$ cat src/include/msef_map.vh
// Purpose: constants of the event flag block
// Assumes: included by the design files of the block
// Notes: definitions only
`ifndef MSEF_MAP_VH
`define MSEF_MAP_VH

// ----------------------------------------------------------------------
// event register bit positions
// ----------------------------------------------------------------------
`define MSEF_BIT_CONV_DONE 0
`define MSEF_BIT_RESULT_READY 1
`define MSEF_BIT_RESULT_MISSED 2
`define MSEF_BIT_INPUT_READY 3
`define MSEF_BIT_INPUT_MISSED 4
`define MSEF_BIT_OVERCURRENT 5
`define MSEF_LSB_INT_SENSOR 6
`define MSEF_LSB_REMOTE1 9
`define MSEF_LSB_REMOTE2 12
`define MSEF_BIT_SUPPLY_LOW 15

// ----------------------------------------------------------------------
// sensor sub-field positions
// ----------------------------------------------------------------------
`define MSEF_SENS_NEW 0
`define MSEF_SENS_LOW 1
`define MSEF_SENS_HIGH 2

// ----------------------------------------------------------------------
// converter sequencer modes
// ----------------------------------------------------------------------
`define MSEF_ADC_IDLE 2'h0
`define MSEF_ADC_SINGLE_CONV 2'h1
`define MSEF_ADC_SINGLE_SWEEP 2'h2
`define MSEF_ADC_CONT_SWEEP 2'h3

// ----------------------------------------------------------------------
// input event modes
// ----------------------------------------------------------------------
`define MSEF_GPI_NONE 2'h0
`define MSEF_GPI_RISE 2'h1
`define MSEF_GPI_FALL 2'h2
`define MSEF_GPI_BOTH 2'h3

// ----------------------------------------------------------------------
// reset values
// ----------------------------------------------------------------------
`define MSEF_FLAGS_RST 16'h0000
`define MSEF_STATUS_RST 12'h000
`define MSEF_RDATA_RST 16'h0000
`define MSEF_AVG_CNT_RST 7'h00

`endif

$ cat src/core/msef_sensor_cmp.v
// Purpose: limit comparison and new-sample pulse of one sensor
// Assumes: samples are 12-bit two's complement, 0.125 C per lsb
// Notes: outputs are one-cycle registered pulses
`timescale 1ns/100ps
`include "msef_map.vh"

module msef_sensor_cmp (
    input wire clk_in,
    input wire sys_rst_in,
    input wire sample_valid_in,
    input wire [11:0] sample_in,
    input wire [11:0] high_limit_in,
    input wire [11:0] low_limit_in,
    output reg [2:0] event_out
);

// ----------------------------------------------------------------------
// signed compare
// ----------------------------------------------------------------------
wire above_w;
wire below_w;
assign above_w = $signed(sample_in) > $signed(high_limit_in);
assign below_w = $signed(sample_in) < $signed(low_limit_in);

always @(posedge clk_in) begin
    if (sys_rst_in) begin
        event_out <= 3'h0;
    end else begin
        event_out[`MSEF_SENS_HIGH] <= sample_valid_in & above_w;
        event_out[`MSEF_SENS_LOW] <= sample_valid_in & below_w;
        event_out[`MSEF_SENS_NEW] <= sample_valid_in;
    end
end

endmodule // msef_sensor_cmp

$ cat src/core/msef_result_track.v
// Purpose: per-port averaging, result load and converter status
// Assumes: refresh_in marks end of conversion or sweep
// Notes: load and overwrite outputs are registered pulses
`timescale 1ns/100ps
`include "msef_map.vh"

module msef_result_track (
    input wire clk_in,
    input wire sys_rst_in,
    input wire refresh_in,
    input wire [11:0] port_sampled_in,
    input wire [35:0] avg_log2_in,
    input wire [11:0] result_read_in,
    input wire status_clear_in,
    output reg [11:0] result_load_out,
    output reg [11:0] status_out,
    output reg any_overwrite_out
);

// ----------------------------------------------------------------------
// averaging
// ----------------------------------------------------------------------
function [6:0] avg_last;
    input [2:0] log2;
    begin
        avg_last = (7'h01 << log2) - 7'h01;
    end
endfunction

reg [6:0] avg_cnt_q [0:11];
reg [11:0] unread_q;
reg [11:0] load_w;
integer i;
integer j;

always @* begin
    load_w = 12'h000;
    for (i = 0; i < 12; i = i + 1) begin
        load_w[i] = refresh_in & port_sampled_in[i] &
            (avg_cnt_q[i] == avg_last(avg_log2_in[3*i +: 3]));
    end
end

always @(posedge clk_in) begin
    if (sys_rst_in) begin
        for (j = 0; j < 12; j = j + 1) begin
            avg_cnt_q[j] <= `MSEF_AVG_CNT_RST;
        end
        unread_q <= 12'h000;
        result_load_out <= 12'h000;
        status_out <= `MSEF_STATUS_RST;
        any_overwrite_out <= 1'b0;
    end else begin
        for (j = 0; j < 12; j = j + 1) begin
            if (load_w[j]) begin
                avg_cnt_q[j] <= `MSEF_AVG_CNT_RST;
            end else if (refresh_in & port_sampled_in[j]) begin
                avg_cnt_q[j] <= avg_cnt_q[j] + 7'h01;
            end
        end
        result_load_out <= load_w;
        unread_q <= (unread_q & ~result_read_in) | load_w;
        any_overwrite_out <= |(load_w & unread_q & ~result_read_in);
        status_out <= (status_out & ~{12{status_clear_in}}) | load_w;
    end
end

endmodule // msef_result_track

$ cat src/core/msef_flags.v
// Purpose: sticky event flag register and part identifier
// Assumes: read strobes are one-cycle pulses from the serial front end
// Notes: read data is held in rd_data_out until the next read
`timescale 1ns/100ps
`include "msef_map.vh"

module msef_flags #(
    parameter [15:0] PART_ID_CODE = 16'hA5C3 // value is arbitrary
) (
    input wire clk_in,
    input wire sys_rst_in,
    input wire [1:0] adc_mode_in,
    input wire conv_done_in,
    input wire sweep_done_in,
    input wire [11:0] port_sampled_in,
    input wire [35:0] avg_log2_in,
    input wire [11:0] result_read_in,
    input wire [11:0] gpi_level_in,
    input wire [23:0] gpi_mode_in,
    input wire [11:0] overcurrent_in,
    input wire supply_low_in,
    input wire int_sample_valid_in,
    input wire [11:0] int_sample_in,
    input wire [11:0] int_high_limit_in,
    input wire [11:0] int_low_limit_in,
    input wire rem1_sample_valid_in,
    input wire [11:0] rem1_sample_in,
    input wire [11:0] rem1_high_limit_in,
    input wire [11:0] rem1_low_limit_in,
    input wire rem2_sample_valid_in,
    input wire [11:0] rem2_sample_in,
    input wire [11:0] rem2_high_limit_in,
    input wire [11:0] rem2_low_limit_in,
    input wire part_id_rd_in,
    input wire event_rd_in,
    input wire conv_status_lo_rd_in,
    input wire conv_status_hi_rd_in,
    input wire input_status_lo_rd_in,
    input wire input_status_hi_rd_in,
    input wire oc_status_lo_rd_in,
    input wire oc_status_hi_rd_in,
    output reg [15:0] rd_data_out,
    output reg [15:0] event_flags_out,
    output wire [11:0] result_load_out
);

// ----------------------------------------------------------------------
// clear sequencer states
// ----------------------------------------------------------------------
localparam [3:0] CLR_IDLE = 4'h1;
localparam [3:0] CLR_ARMED = 4'h2;
localparam [3:0] CLR_GOT_LO = 4'h4;
localparam [3:0] CLR_GOT_HI = 4'h8;

// both status halves read after an event read
function clr_done;
    input [3:0] state;
    input ev_rd;
    input lo_rd;
    input hi_rd;
    begin
        case (state)
            CLR_ARMED: clr_done = ~ev_rd & lo_rd & hi_rd;
            CLR_GOT_LO: clr_done = ~ev_rd & hi_rd;
            CLR_GOT_HI: clr_done = ~ev_rd & lo_rd;
            default: clr_done = 1'b0;
        endcase
    end
endfunction

function [3:0] clr_next;
    input [3:0] state;
    input ev_rd;
    input lo_rd;
    input hi_rd;
    begin
        if (ev_rd) begin
            clr_next = CLR_ARMED;
        end else begin
            case (state)
                CLR_IDLE: clr_next = CLR_IDLE;
                CLR_ARMED: begin
                    if (lo_rd & hi_rd) begin
                        clr_next = CLR_IDLE;
                    end else if (lo_rd) begin
                        clr_next = CLR_GOT_LO;
                    end else if (hi_rd) begin
                        clr_next = CLR_GOT_HI;
                    end else begin
                        clr_next = CLR_ARMED;
                    end
                end
                CLR_GOT_LO: clr_next = hi_rd ? CLR_IDLE : CLR_GOT_LO;
                CLR_GOT_HI: clr_next = lo_rd ? CLR_IDLE : CLR_GOT_HI;
                default: clr_next = CLR_IDLE;
            endcase
        end
    end
endfunction

// status halves as read: ports 10:0 low, port 11 high
function [15:0] status_lo;
    input [11:0] st;
    begin
        status_lo = {5'h00, st[10:0]};
    end
endfunction

function [15:0] status_hi;
    input [11:0] st;
    begin
        status_hi = {15'h0000, st[11]};
    end
endfunction

// ----------------------------------------------------------------------
// declarations
// ----------------------------------------------------------------------
reg [3:0] conv_clr_q;
reg [3:0] input_clr_q;
reg [3:0] oc_clr_q;
reg [11:0] gpi_prev_q;
reg [11:0] input_status_q;
reg [11:0] oc_status_q;
reg [15:0] flags_d;
reg [15:0] set_w;
reg [15:0] clr_w;
reg [11:0] gpi_event_w;
wire refresh_w;
wire conv_clear_w;
wire input_clear_w;
wire oc_clear_w;
wire [11:0] conv_status_w;
wire conv_overwrite_w;
wire [2:0] int_event_w;
wire [2:0] rem1_event_w;
wire [2:0] rem2_event_w;
wire input_overwrite_w;
integer i;

// ----------------------------------------------------------------------
// conversion refresh point
// ----------------------------------------------------------------------
assign refresh_w = ((adc_mode_in == `MSEF_ADC_SINGLE_CONV) & conv_done_in) |
    (((adc_mode_in == `MSEF_ADC_SINGLE_SWEEP) |
      (adc_mode_in == `MSEF_ADC_CONT_SWEEP)) & sweep_done_in);

// ----------------------------------------------------------------------
// clear sequencers
// ----------------------------------------------------------------------
assign conv_clear_w = clr_done(conv_clr_q, event_rd_in,
    conv_status_lo_rd_in, conv_status_hi_rd_in);
assign input_clear_w = clr_done(input_clr_q, event_rd_in,
    input_status_lo_rd_in, input_status_hi_rd_in);
assign oc_clear_w = clr_done(oc_clr_q, event_rd_in,
    oc_status_lo_rd_in, oc_status_hi_rd_in);

always @(posedge clk_in) begin
    if (sys_rst_in) begin
        conv_clr_q <= CLR_IDLE;
        input_clr_q <= CLR_IDLE;
        oc_clr_q <= CLR_IDLE;
    end else begin
        conv_clr_q <= clr_next(conv_clr_q, event_rd_in,
            conv_status_lo_rd_in, conv_status_hi_rd_in);
        input_clr_q <= clr_next(input_clr_q, event_rd_in,
            input_status_lo_rd_in, input_status_hi_rd_in);
        oc_clr_q <= clr_next(oc_clr_q, event_rd_in,
            oc_status_lo_rd_in, oc_status_hi_rd_in);
    end
end

// ----------------------------------------------------------------------
// converter results
// ----------------------------------------------------------------------
msef_result_track u_result (
    .clk_in(clk_in),
    .sys_rst_in(sys_rst_in),
    .refresh_in(refresh_w),
    .port_sampled_in(port_sampled_in),
    .avg_log2_in(avg_log2_in),
    .result_read_in(result_read_in),
    .status_clear_in(conv_clear_w),
    .result_load_out(result_load_out),
    .status_out(conv_status_w),
    .any_overwrite_out(conv_overwrite_w)
);

// ----------------------------------------------------------------------
// temperature sensors
// ----------------------------------------------------------------------
msef_sensor_cmp u_int_sensor (
    .clk_in(clk_in),
    .sys_rst_in(sys_rst_in),
    .sample_valid_in(int_sample_valid_in),
    .sample_in(int_sample_in),
    .high_limit_in(int_high_limit_in),
    .low_limit_in(int_low_limit_in),
    .event_out(int_event_w)
);

msef_sensor_cmp u_rem1_sensor (
    .clk_in(clk_in),
    .sys_rst_in(sys_rst_in),
    .sample_valid_in(rem1_sample_valid_in),
    .sample_in(rem1_sample_in),
    .high_limit_in(rem1_high_limit_in),
    .low_limit_in(rem1_low_limit_in),
    .event_out(rem1_event_w)
);

msef_sensor_cmp u_rem2_sensor (
    .clk_in(clk_in),
    .sys_rst_in(sys_rst_in),
    .sample_valid_in(rem2_sample_valid_in),
    .sample_in(rem2_sample_in),
    .high_limit_in(rem2_high_limit_in),
    .low_limit_in(rem2_low_limit_in),
    .event_out(rem2_event_w)
);

// ----------------------------------------------------------------------
// input port events
// ----------------------------------------------------------------------
always @* begin
    gpi_event_w = 12'h000;
    for (i = 0; i < 12; i = i + 1) begin
        case (gpi_mode_in[2*i +: 2])
            `MSEF_GPI_RISE: gpi_event_w[i] = gpi_level_in[i] & ~gpi_prev_q[i];
            `MSEF_GPI_FALL: gpi_event_w[i] = ~gpi_level_in[i] & gpi_prev_q[i];
            `MSEF_GPI_BOTH: gpi_event_w[i] = gpi_level_in[i] ^ gpi_prev_q[i];
            default: gpi_event_w[i] = 1'b0;
        endcase
    end
end

// new event while status still holds an unread event
assign input_overwrite_w = (|gpi_event_w) & (|input_status_q) &
    ~input_clear_w;

always @(posedge clk_in) begin
    if (sys_rst_in) begin
        gpi_prev_q <= gpi_level_in;
        input_status_q <= `MSEF_STATUS_RST;
        oc_status_q <= `MSEF_STATUS_RST;
    end else begin
        gpi_prev_q <= gpi_level_in;
        input_status_q <= (input_status_q & ~{12{input_clear_w}}) |
            gpi_event_w;
        oc_status_q <= (oc_status_q & ~{12{oc_clear_w}}) |
            overcurrent_in;
    end
end

// ----------------------------------------------------------------------
// event flag register
// ----------------------------------------------------------------------
always @* begin
    set_w = 16'h0000;
    clr_w = 16'h0000;
    set_w[`MSEF_BIT_CONV_DONE] = refresh_w;
    set_w[`MSEF_BIT_RESULT_READY] = |result_load_out;
    set_w[`MSEF_BIT_RESULT_MISSED] = conv_overwrite_w;
    set_w[`MSEF_BIT_INPUT_READY] = |gpi_event_w;
    set_w[`MSEF_BIT_INPUT_MISSED] = input_overwrite_w;
    set_w[`MSEF_BIT_OVERCURRENT] = |overcurrent_in;
    set_w[`MSEF_LSB_INT_SENSOR +: 3] = int_event_w;
    set_w[`MSEF_LSB_REMOTE1 +: 3] = rem1_event_w;
    set_w[`MSEF_LSB_REMOTE2 +: 3] = rem2_event_w;
    set_w[`MSEF_BIT_SUPPLY_LOW] = supply_low_in;
    clr_w[`MSEF_BIT_CONV_DONE] = event_rd_in;
    clr_w[`MSEF_BIT_RESULT_READY] = conv_clear_w;
    clr_w[`MSEF_BIT_RESULT_MISSED] = event_rd_in;
    clr_w[`MSEF_BIT_INPUT_READY] = input_clear_w;
    clr_w[`MSEF_BIT_INPUT_MISSED] = input_clear_w;
    clr_w[`MSEF_BIT_OVERCURRENT] = oc_clear_w;
    clr_w[`MSEF_LSB_INT_SENSOR +: 3] = {3{event_rd_in}};
    clr_w[`MSEF_LSB_REMOTE1 +: 3] = {3{event_rd_in}};
    clr_w[`MSEF_LSB_REMOTE2 +: 3] = {3{event_rd_in}};
    clr_w[`MSEF_BIT_SUPPLY_LOW] = event_rd_in;
    flags_d = (event_flags_out & ~clr_w) | set_w;
end

always @(posedge clk_in) begin
    if (sys_rst_in) begin
        event_flags_out <= `MSEF_FLAGS_RST;
    end else begin
        event_flags_out <= flags_d;
    end
end

// ----------------------------------------------------------------------
// read data
// ----------------------------------------------------------------------
always @(posedge clk_in) begin
    if (sys_rst_in) begin
        rd_data_out <= `MSEF_RDATA_RST;
    end else if (event_rd_in) begin
        rd_data_out <= event_flags_out;
    end else if (part_id_rd_in) begin
        rd_data_out <= PART_ID_CODE;
    end else if (conv_status_lo_rd_in) begin
        rd_data_out <= status_lo(conv_status_w);
    end else if (conv_status_hi_rd_in) begin
        rd_data_out <= status_hi(conv_status_w);
    end else if (input_status_lo_rd_in) begin
        rd_data_out <= status_lo(input_status_q);
    end else if (input_status_hi_rd_in) begin
        rd_data_out <= status_hi(input_status_q);
    end else if (oc_status_lo_rd_in) begin
        rd_data_out <= status_lo(oc_status_q);
    end else if (oc_status_hi_rd_in) begin
        rd_data_out <= status_hi(oc_status_q);
    end
end

endmodule // msef_flags

$ cat config.mk
export PLATFORM = sky130hd
export DESIGN_NAME = msef_flags
export DESIGN_NICKNAME = d
export VERILOG_FILES = /design/src/core/msef_sensor_cmp.v /design/src/core/msef_result_track.v /design/src/core/msef_flags.v
export VERILOG_INCLUDE_DIRS = /design/src /design/src/include
export SDC_FILE = /design/constraint.sdc
export NUM_CORES = 1
export LEC_CHECK = 0
export ABC_AREA = 1
export BUFFER_PORTS_ARGS = -buffer_cell sky130_fd_sc_hd__buf_4
export CAP_MARGIN = 30
export CORE_UTILIZATION = 55
export DETAILED_ROUTE_END_ITERATION = 12
export PLACE_DENSITY = 0.78
export SYNTH_ARGS = -nofsm -noshare
export SYNTH_HDL_FRONTEND = slang
export SYNTH_SLANG_ARGS = --single-unit
$ cat constraint.sdc
create_clock -name clk_in -period 2.85 [get_ports clk_in]
set_input_delay 0.57 -clock clk_in [delete_from_list [all_inputs] [get_ports clk_in]]
set_output_delay 0.57 -clock clk_in [all_outputs]
set_load 0.1 [all_outputs]
==> results.md, run 1 <==
* Leakage at 8.677 nW
* Crit path required time at 3.10 ns
* Area growth, synth to finish at 21.82%
* Global-route wire length before repair at 57790 um
* Post-DP HPWL at 29030 um
* Gr ovfl total at 0
* Num ports at 278
* Hold Vio Cnt, Final at 0
* PD cells at 455.4 nW/um2
* Cts hold-fix bufs at 0
* Mapped cell area at 14040 um2
* Fmax at 521.5 MHz
* Clock Latency Late Sink at 0.51 ns
* Row count at 58
* Max-slew headroom at 29.87%
* Syn Nets at 2270
* Max clock buf depth at 3
* PortBufs at 277
* Synth cell types at 53
* # fillers at 2172
* Status: complete, no violations
* RSZ-0062 raised after global routing: false
* # DRC at 0
* Final non-filler cell total at 2540
* Drt first pass iters at 5
* CP Class: in2reg
* Crit path max fanout at 7
* Core ar. at 25110 um2
* Pin count of the biggest net entering global routing at 53
* Synth area leaders: dfxtp_1 18%, edfxtp_1 18%, nand2_1 12%, ha_1 10%, inv_1 8.0%
* Die Wd at 161.8 um
* Layout cells sized above 1 at 17.96%
* Tmin final at 1.917 ns
* Final Total Pwr at 7.786 mW
* Worst clock skew at 0.02315 ns
* Worst setup EP type: flop
* Avg Inst Size Synth at 7.314 um2
* DR iter-0 viols at 739
* Sequential share of the synthesized area at 35.94%
* Hold WC Path Type: in2reg
* CTS root buffer: clkbuf_16
* Routed len/inst at 14.18 um
* Final instance area at 17100 um2
* Worst-path clk slew at 0.06 ns
* Die area at 26160 um2
* Warnings from Yosys at 0
* Postcts setup bufs at 0
* Ant. Diodes at 0
* Die Height at 161.8 um
* Worst-Margin Slew at 1.041 ns
* Initial antenna violation count at 0
* CTS Buf Count at 22
* Final setup fails at 0
* Total GRT Usage at 27.02%
* Via Count at 13.28k
* Primary FF master, synth: dfxtp_1
* Mapped Cells at 1919
* Vias per cell at 5.227
* Final worst path period share at 67.28%
* Fraction of registers with async set or reset after synthesis at 0%
* Kind of start point of the critical path: input port
* DRT Wirelength at 36010 um
* Setup Total Neg Slack at 0 ns
* Cts repair resizes at 0
* Post-Place Cells at 2501
* Post-synth EDFFs at 84
* Critical Path Start: avg_log2_in[4]
* R2r startpoint: conv_clr_q[1]$_SDFF_PP0_
* Final net count at 2546
* Peak supply drop at 0.3646 mV
* Dominant cell type by area after synthesis: dfxtp_1
* RD Place Congestion at 0.9091
* Pins over their slew limit at 0
* Max-Cap Viols at 0
* Synth top area share at 17.97%
* H-tree Lvls at 1
* Hold_sp: gpi_level_in[4]
* Post-DP Area at 16420 um2
* Worst Path Arrival at 2.17 ns
* TritonCTS Sinks at 210
* Initial Utilization at 55.90%
* Antenna Nets Post-Route at 0
* CTS tree: yes
* Worst Hold Margin at 0.1708 ns
* #FFs+latches synth at 210
* Vias in the first global route at 12.66k
[metal layers]
metal	up-vias	wire [um]	GRT usage (%)
li1	6759	-	-
met1	6021	14790	31.71
met2	423	17350	48.73
met3	73	2649	5.209
met4	0	1218	9.863
met5	-	0	0
[stage by stage]
stage          setup WS, ns  utilization (%)
2_1_floorplan        0.7078                -
3_3_place_gp         0.5068            65.38
3_5_place_dp         0.4346            65.38
4_1_cts              0.9438            68.10
5_1_grt              0.6549            68.10
6_report             0.9326            68.10
[synth_stat cells, types with 10 or more instances]
library cell,instances
inv_1,299
nand2_1,460
nand3_1,117
dfxtp_1,126
nor3_1,25
a21oi_1,104
nand3b_1,10
xnor2_1,28
ha_1,117
nand4_1,38
inv_2,19
clkbuf_1,12
xor2_1,62
o21ai_0,60
nor3_2,13
nor2_1,215
nand3_2,12
nor2_2,11
edfxtp_1,84
[registers in the layout (all words and copies together) (netlist names), 4 cells and up]
name / cells
oc_clr_q: 4
u_result.result_load_out: 12
u_result.status_out: 12
u_result.unread_q: 12
input_clr_q: 4
rd_data_out: 16
input_status_q: 12
event_flags_out: 16
gpi_prev_q: 12
oc_status_q: 12
u_result.avg_cnt_q: 84
conv_clr_q: 4
[logic make-up after synthesis]
kind of cell    synth area share, %
simple gates                  29.22
buf+inv                       9.868
compound gates                8.691
flops                         35.94
fa+ha+maj                     10.43
xor+xnor                      5.848
[worst max-delay path, stage by stage]
cell and delay [ns]:
buf_4 0.13, nor2_1 0.15, nand2_1 0.10, ha_1 0.31, xor2_1 0.16, nand2_1 0.07
nor2_1 0.12, nand3_1 0.10, nor2_1 0.15, nand2_1 0.11, nand3_2 0.14, nor3_1 0.06
[cell type report]
type                    count  area (um2)  area share, %
multi-input cells        1356        7606          44.48
flip-flops and latches    210        5045          29.50
repair buffers            285        2152          12.59
inverters                 320        1201          7.025
clock buffers              29       609.3          3.564
well taps                 330       412.9          2.415
clock inverters            10       72.57         0.4244
[cells in the final DEF, fill, tap and decap left out, types with 3 or more instances in the layout]
| cell | netlist | routed |
|---|---|---|
| nand2_2 | 9 | 9 |
| buf_4 | 6 | 284 |
| nor2_1 | 215 | 215 |
| nor4_1 | 9 | 9 |
| inv_1 | 299 | 299 |
| o211ai_1 | 7 | 7 |
| nor3_1 | 25 | 25 |
| nor3b_2 | 3 | 3 |
| clkinv_2 | 0 | 6 |
| nor2_2 | 11 | 11 |
| o21ai_0 | 60 | 60 |
| inv_2 | 19 | 19 |
| xnor2_1 | 28 | 28 |
| o21ai_1 | 8 | 8 |
| a22oi_1 | 8 | 8 |
| nand3b_1 | 10 | 10 |
| nand3_2 | 12 | 12 |
| xor2_1 | 62 | 62 |
| dfxtp_1 | 126 | 126 |
| nand2_1 | 460 | 460 |
| clkbuf_16 | 0 | 23 |
| nand3_1 | 117 | 117 |
| clkinv_4 | 0 | 3 |
| a211oi_1 | 7 | 7 |
| edfxtp_1 | 84 | 84 |
| clkbuf_1 | 12 | 4 |
| a31oi_1 | 3 | 3 |
| ha_1 | 117 | 117 |
| a21oi_1 | 104 | 104 |
| nand4_1 | 38 | 38 |
| o31ai_1 | 4 | 4 |
| o2111ai_1 | 6 | 6 |
| nor3_2 | 13 | 13 |
[where the power goes]
part / internal [mW] / leakage, nW / switching (mW)
clock: 1.52 / 0.342 / 1.20
combinational: 0.652 / 6.40 / 0.983
sequential: 3.30 / 1.93 / 0.132
total: 5.47 / 8.68 / 2.32
[path summary, 6_finish.rpt]
| path | to | slack, ns | cells past startpoint |
|---|---|---|---|
| hold / removal | gpi_prev_q[4]$_DFF_P_ | 0.17 | 1 |
| setup reg to reg | u_result.status_out[5]$_SDFF_PP0_ | 1.08 | 6 |
| setup / recovery | u_result.avg_cnt_q[0][9]$_SDFFCE_PN0P_ | 0.93 | 12 |
| hold reg to reg | event_flags_out[6]$_SDFF_PP0_ | 0.44 | 2 |
Note: power is estimated with default switching activity, not from simulation.
==> run 2, diff against run 1 <==
Clock period 2.85 ns to 1.8 ns, I/O delays scaled along.
==> results.md, run 2 (synthesis gave the netlist of run 1 again) <==
* Ant. Diodes at 0 (unchanged)
* Leakage at 9.274 nW (was 8.677 nW)
* Total GRT Usage at 29.01% (was 27.02%)
* Internal Power at 9.486 mW (was 5.471 mW)
* Worst reg2reg endpoint: u_result.any_overwrite_out$_SDFF_PP0_ (was u_result.status_out[5]$_SDFF_PP0_)
* Hold Vio Cnt, Final at 0 (unchanged)
* Vias in the first global route at 13.36k (was 12.66k)
* Worst setup EP type: flop (unchanged)
* RSZ-0062 raised after global routing: true (was false)
* Setup Total Neg Slack at 0 ns (unchanged)
* Hold EP: oc_clr_q[2]$_SDFF_PP0_ (was gpi_prev_q[4]$_DFF_P_)
* Initial Utilization at 55.90% (unchanged)
* Final non-filler cell total at 2640 (was 2540)
* PortBufs at 277 (unchanged)
* CP Class: in2reg (unchanged)
* Pin count of the biggest net entering global routing at 50 (was 53)
* Kind of start point of the critical path: input port (unchanged)
* Row count at 58 (unchanged)
* R2r startpoint: u_result.avg_cnt_q[0][80]$_SDFFCE_PP0P_ (was conv_clr_q[1]$_SDFF_PP0_)
* Antenna Nets Post-Route at 0 (unchanged)
* Tmin final at 1.783 ns
* PD cells at 722.3 nW/um2 (was 455.4 nW/um2)
* Layout cells sized above 1 at 23.16% (was 17.96%)
* Largest registers: u_result.avg_cnt_q: 84 flops, event_flags_out: 16 flops, rd_data_out: 16 flops (unchanged)
* FF-to-FF path depth at 11 (was 6)
* Final Total Pwr at 13.29 mW (was 7.786 mW)
* Largest Register: u_result.avg_cnt_q (unchanged)
* Max-Cap Viols at 0 (unchanged)
* P_sw at 3.799 mW (was 2.315 mW)
* Leading cell type in the layout, fill and taps excluded: nand2_1 (unchanged)
* CTS Buf Count at 22 (unchanged)
* Reg2reg setup slack at 0.07 ns (was 1.08 ns)
* Final net count at 2645 (was 2546)
* Max clock buf depth at 3 (unchanged)
* Hold WC Path Type: in2reg (unchanged)
* Hold_sp: oc_status_hi_rd_in (was gpi_level_in[4])
* Hold depth at 2 (was 1)
* Routed len/inst at 14.45 um (was 14.18 um)
* Die area at 26160 um2 (unchanged)
* Crit path required time at 2.19 ns (was 3.10 ns)
* Via Count at 13.73k (was 13.28k)
* Core ar. at 25110 um2 (unchanged)
* Post-Place Cells at 2586 (was 2501)
* Worst-path clk slew at 0.06 ns (about the same)
* Die Wd at 161.8 um (unchanged)
* Drt first pass iters at 6 (was 5)
* Crit path max fanout at 3 (was 7)
* Comb pwr share at 21.6% (was 21.0%)
* Fmax at 561.0 MHz
* Status: complete, no violations (unchanged)
* Max-slew headroom at 66.39% (was 29.87%)
* Pins over their slew limit at 0 (unchanged)
* Num ports at 278 (unchanged)
* Gr ovfl total at 0 (unchanged)
* Max reg flops at 84 (unchanged)
* Global-route wire length before repair at 61800 um (was 57790 um)
* Clock share of power at 37.5% (was 34.9%)
* DR iter-0 viols at 863 (was 739)
* Area growth, synth to finish at 31.05% (was 21.82%)
* Switching Share at 28.60% (was 29.74%)
* Most frequent cells in the layout: 450 x nand2_1, 369 x buf_4, 296 x inv_1 (was 460 x nand2_1, 299 x inv_1, 284 x buf_4)
* DRT Wirelength at 38150 um (was 36010 um)
* Worst-Margin Slew at 0.5003 ns (was 1.041 ns)
* Vias per cell at 5.201 (was 5.227)
* Clock Latency Late Sink at 0.51 ns (about the same)
* RD Place Congestion at 0.8807 (was 0.9091)
* CTS root buffer: clkbuf_16 (unchanged)
* Final worst path period share at 99.04%
* CTS tree: yes (unchanged)
* Worst Path Arrival at 2.18 ns (was 2.17 ns)
* # DRC at 0 (unchanged)
* Post-DP HPWL at 30140 um (was 29030 um)
* Final setup fails at 0 (unchanged)
* Worst clock skew at 0.009574 ns (was 0.02315 ns)
* Reg power frac at 40.9% (was 44.1%)
* Peak supply drop at 0.4473 mV (was 0.3646 mV)
* H-tree Lvls at 1 (unchanged)
* TritonCTS Sinks at 210 (unchanged)
* Die Height at 161.8 um (unchanged)
* Initial antenna violation count at 0 (unchanged)
## run 2: cell type report
class,instances,area (um2)
Inverter,320,1231
Multi-Input combinational cell,1356,7938
Timing Repair Buffer,384,2955
Clock buffer,32,713.2
Tap cell,330,412.9
Fill cell,1962,6715
Clock inverter,8,98.84
Sequential cell,210,5045
## run 2: timing repair
action                                 CTS  global route
resized for setup                        0            22
hold buffers                            12             0
endpoints found under the hold margin   12             0
setup endpoints to repair                0            34
setup buffers                            0             4
## run 2: power groups by stage
stage	Clock [mW]	Combinational (mW)	Sequential (mW)
finish	4.99	2.87	5.43
global route	5.27	3.19	5.46
CTS	5.04	2.83	5.43
detailed placement	0	2.79	5.53
global placement	0	2.70	5.51
floorplan	0	1.48	5.74
## run 2: how the worst max path moves through the flow
stage	from	endpoint	cells past startpoint
finish	gpi_level_in[3]	event_flags_out[4]$_SDFF_PP0_	11
floorplan	avg_log2_in[14]	u_result.avg_cnt_q[0][31]$_SDFFCE_PN0P_	14
CTS	gpi_level_in[3]	event_flags_out[4]$_SDFF_PP0_	11
detailed placement	avg_log2_in[34]	u_result.any_overwrite_out$_SDFF_PP0_	15
global route	avg_log2_in[19]	u_result.any_overwrite_out$_SDFF_PP0_	13
global placement	avg_log2_in[34]	u_result.any_overwrite_out$_SDFF_PP0_	15
## run 2: through the flow
stage,cell area (um2),util (%),setup slack [ns],hold slack [ns]
3_5_place_dp,17360,69.12,-0.4742,0.4308
5_1_grt,18390,73.26,-0.05669,0.01115
3_3_place_gp,17360,69.12,-0.4569,0.4158
6_report,18390,73.26,0.01734,0.03352
4_1_cts,18290,72.83,0.01545,0.01987
2_1_floorplan,14380,-,-0.06221,0.3877
## run 2: critical path, stage by stage
cell	delay, ns
dlygate4sd3_1	0.53
buf_4	0.12
inv_1	0.04
ha_1	0.26
nand2_1	0.04
nand2_1	0.06
o21ai_1	0.10
nor4_2	0.27
nand3_1	0.18
o31ai_2	0.11
a21oi_1	0.10
## run 2: metal layers
| metal | global-route usage (%) | vias up | wire length, um | part of all wire [%] |
|---|---|---|---|---|
| li1 | - | 6947 | - | - |
| met1 | 34.07 | 6284 | 15380 | 40 |
| met2 | 52.78 | 426 | 19070 | 50 |
| met3 | 6.027 | 73 | 2633 | 6.9 |
| met4 | 8.748 | 0 | 1073 | 2.8 |
| met5 | 0 | - | 0 | 0 |
==> run 3, diff against run 2 <==
Settings changed: PLACE_DENSITY 0.78 to 0.83.
==> results.md, run 3 (synthesis gave the netlist of run 1 again) <==
* Status: complete, no violations (unchanged)
* Crit-path cells: dlygate4sd3_1 -> inv_1 -> ha_1 -> a21oi_1 -> o21ai_1 -> nand2_1 -> nor4_2 -> nand3_1 -> o31ai_1 -> a21oi_1 (was dlygate4sd3_1 -> buf_4 -> inv_1 -> ha_1 -> nand2_1 -> nand2_1 -> o21ai_1 -> nor4_2 -> nand3_1 -> o31ai_2 -> a21oi_1)
* Ant. Diodes at 0 (unchanged)
* Most frequent cells in the layout: 452 x nand2_1, 367 x buf_4, 296 x inv_1 (was 450 x nand2_1, 369 x buf_4, 296 x inv_1)
* Drt first pass iters at 5 (was 6)
* Die Wd at 161.8 um (unchanged)
* Final setup fails at 0 (unchanged)
* Routed len/inst at 14.08 um (was 14.45 um)
* Leading cell type in the layout, fill and taps excluded: nand2_1 (unchanged)
* Pre-CTS WS at -0.3979 ns (was -0.4742 ns)
* Core ar. at 25110 um2 (unchanged)
* Crit path max fanout at 3 (unchanged)
* Max-Cap Viols at 0 (unchanged)
* PD cells at 702.4 nW/um2 (was 722.3 nW/um2)
* Post-Place Cells at 2578 (was 2586)
* TritonCTS Sinks at 210 (unchanged)
* CTS root buffer: clkbuf_16 (unchanged)
* Pin count of the biggest net entering global routing at 39 (was 50)
* Final instance area at 18220 um2 (was 18390 um2)
* Final Total Pwr at 12.79 mW (was 13.29 mW)
* Final net count at 2643 (was 2645)
* Clock Latency Late Sink at 0.51 ns (about the same)
* Setup Total Neg Slack at 0 ns (unchanged)
* Most used cell, CP: a21oi_1 (was nand2_1)
* Largest registers: u_result.avg_cnt_q: 84 flops, event_flags_out: 16 flops, rd_data_out: 16 flops (unchanged)
* Worst-path clk slew at 0.06 ns (about the same)
* Vias in the first global route at 13.35k (was 13.36k)
* Hold Vio Cnt, Final at 0 (unchanged)
* # DRC at 0 (unchanged)
* DR iter-0 viols at 816 (was 863)
* Hold WC Path Type: in2reg (unchanged)
* Final worst path period share at 96.42% (was 99.04%)
* Largest Register: u_result.avg_cnt_q (unchanged)
* Max clock buf depth at 3 (unchanged)
* H-tree Lvls at 1 (unchanged)
* Pins over their slew limit at 0 (unchanged)
* Fmax at 576.2 MHz (was 561.0 MHz)
* Vias per cell at 5.206 (was 5.201)
* Die Height at 161.8 um (unchanged)
* Final non-filler cell total at 2638 (was 2640)
* Max reg flops at 84 (unchanged)
* Via Count at 13.73k (about the same)
* Tmin final at 1.736 ns (was 1.783 ns)
* CP Class: in2reg (unchanged)
* PortBufs at 277 (unchanged)
* Worst setup EP type: flop (unchanged)
* Total GRT Usage at 27.78% (was 29.01%)
* Antenna Nets Post-Route at 0 (unchanged)
* Initial Utilization at 55.90% (unchanged)
* Crit path largest cell delay at 0.58 ns (was 0.53 ns)
* Kind of start point of the critical path: input port (unchanged)
* Critical path's slowest cell: dlygate4sd3_1 (unchanged)
* Multi-input combinational cell area at 7884 um2 (was 7938 um2)
* Post-DP HPWL at 29980 um (was 30140 um)
* Die area at 26160 um2 (unchanged)
* CTS Buf Count at 23 (was 22)
* Row count at 58 (unchanged)
* Final worst slack at 0.06439 ns (was 0.01734 ns)
* Initial antenna violation count at 0 (unchanged)
* Area growth, synth to finish at 29.77% (was 31.05%)
* Layout cells sized above 1 at 22.53% (was 23.16%)
* Worst-Margin Slew at 0.9766 ns (was 0.5003 ns)
* Worst clock skew at 0.01096 ns (was 0.009574 ns)
* FF+latch area at 5045 um2 (unchanged)
* CTS tree: yes (unchanged)
* Worst Path Arrival at 2.13 ns (was 2.18 ns)
* Num ports at 278 (unchanged)
* Leakage at 9.201 nW (was 9.274 nW)
* Peak supply drop at 0.6678 mV (was 0.4473 mV)
* DRT Wirelength at 37150 um (was 38150 um)
* Max-slew headroom at 34.21% (was 66.39%)
* Global-route wire length before repair at 59600 um (was 61800 um)
* Gr ovfl total at 0 (unchanged)
* Crit path required time at 2.20 ns (was 2.19 ns)
* RD Place Congestion at 0.8918 (was 0.8807)
* # fillers at 1937 (was 1962)
* Post-DP Area at 17270 um2 (was 17360 um2)
-- run 3: worst max-delay path: cells and delay by family --
family | cells | cell delay [ns]
compound gates | 4 | 0.36
fa+ha+maj | 1 | 0.28
buf+inv | 2 | 0.64
simple gates | 3 | 0.50
-- run 3: timing repair --
| action | in CTS | in global routing |
|---|---|---|
| buffers inserted | 0 | 9 |
| resized for setup | 0 | 15 |
| endpoints found under the setup margin | 0 | 50 |
| hold endpoints to repair | 12 | 0 |
| hold buffers | 12 | 0 |
-- run 3: area by class of cell --
| cell class | count | area share (%) |
|---|---|---|
| Timing Repair Buffer | 381 | 16.00 |
| Inverter | 320 | 6.759 |
| Clock buffer | 37 | 3.840 |
| Sequential cell | 210 | 27.70 |
| Multi-Input combinational cell | 1356 | 43.28 |
| Clock inverter | 4 | 0.1580 |
| Tap cell | 330 | 2.267 |
-- run 3: layer usage --
| layer | global-route usage [%] | part of all wire, % |
|---|---|---|
| met5 | 0 | 0 |
| met4 | 12.09 | 3.8 |
| met3 | 4.980 | 6.3 |
| met2 | 51.02 | 50 |
| met1 | 31.33 | 40 |
-- run 3: where the power goes --
group          leakage (nW)  switching [mW]  internal [mW]
combinational          6.92            1.64           1.20
sequential             1.93           0.204           5.22
clock                 0.352            1.87           2.66
-- run 3: through the flow --
stage	hold WS, ns	util, %
final	0.03784	72.54
after global routing	0.03860	72.54
after floorplan	0.3877	-
after CTS	0.02082	72.16
after global placement	0.4167	68.78
after detailed placement	0.4280	68.78
-- run 3: path summary, 6_finish.rpt --
| check | from | endpoint | slack, ns | depth (start not counted) |
|---|---|---|---|---|
| max | gpi_level_in[5] | event_flags_out[4]$_SDFF_PP0_ | 0.06 | 10 |
| min | oc_status_hi_rd_in | oc_clr_q[2]$_SDFF_PP0_ | 0.04 | 2 |
| max reg2reg | u_result.avg_cnt_q[0][15]$_SDFFCE_PN0P_ | u_result.avg_cnt_q[0][16]$_SDFFCE_PN0P_ | 0.12 | 10 |
| min reg2reg | u_rem1_sensor.event_out[2]$_SDFF_PP0_ | event_flags_out[11]$_SDFF_PP0_ | 0.43 | 2 |
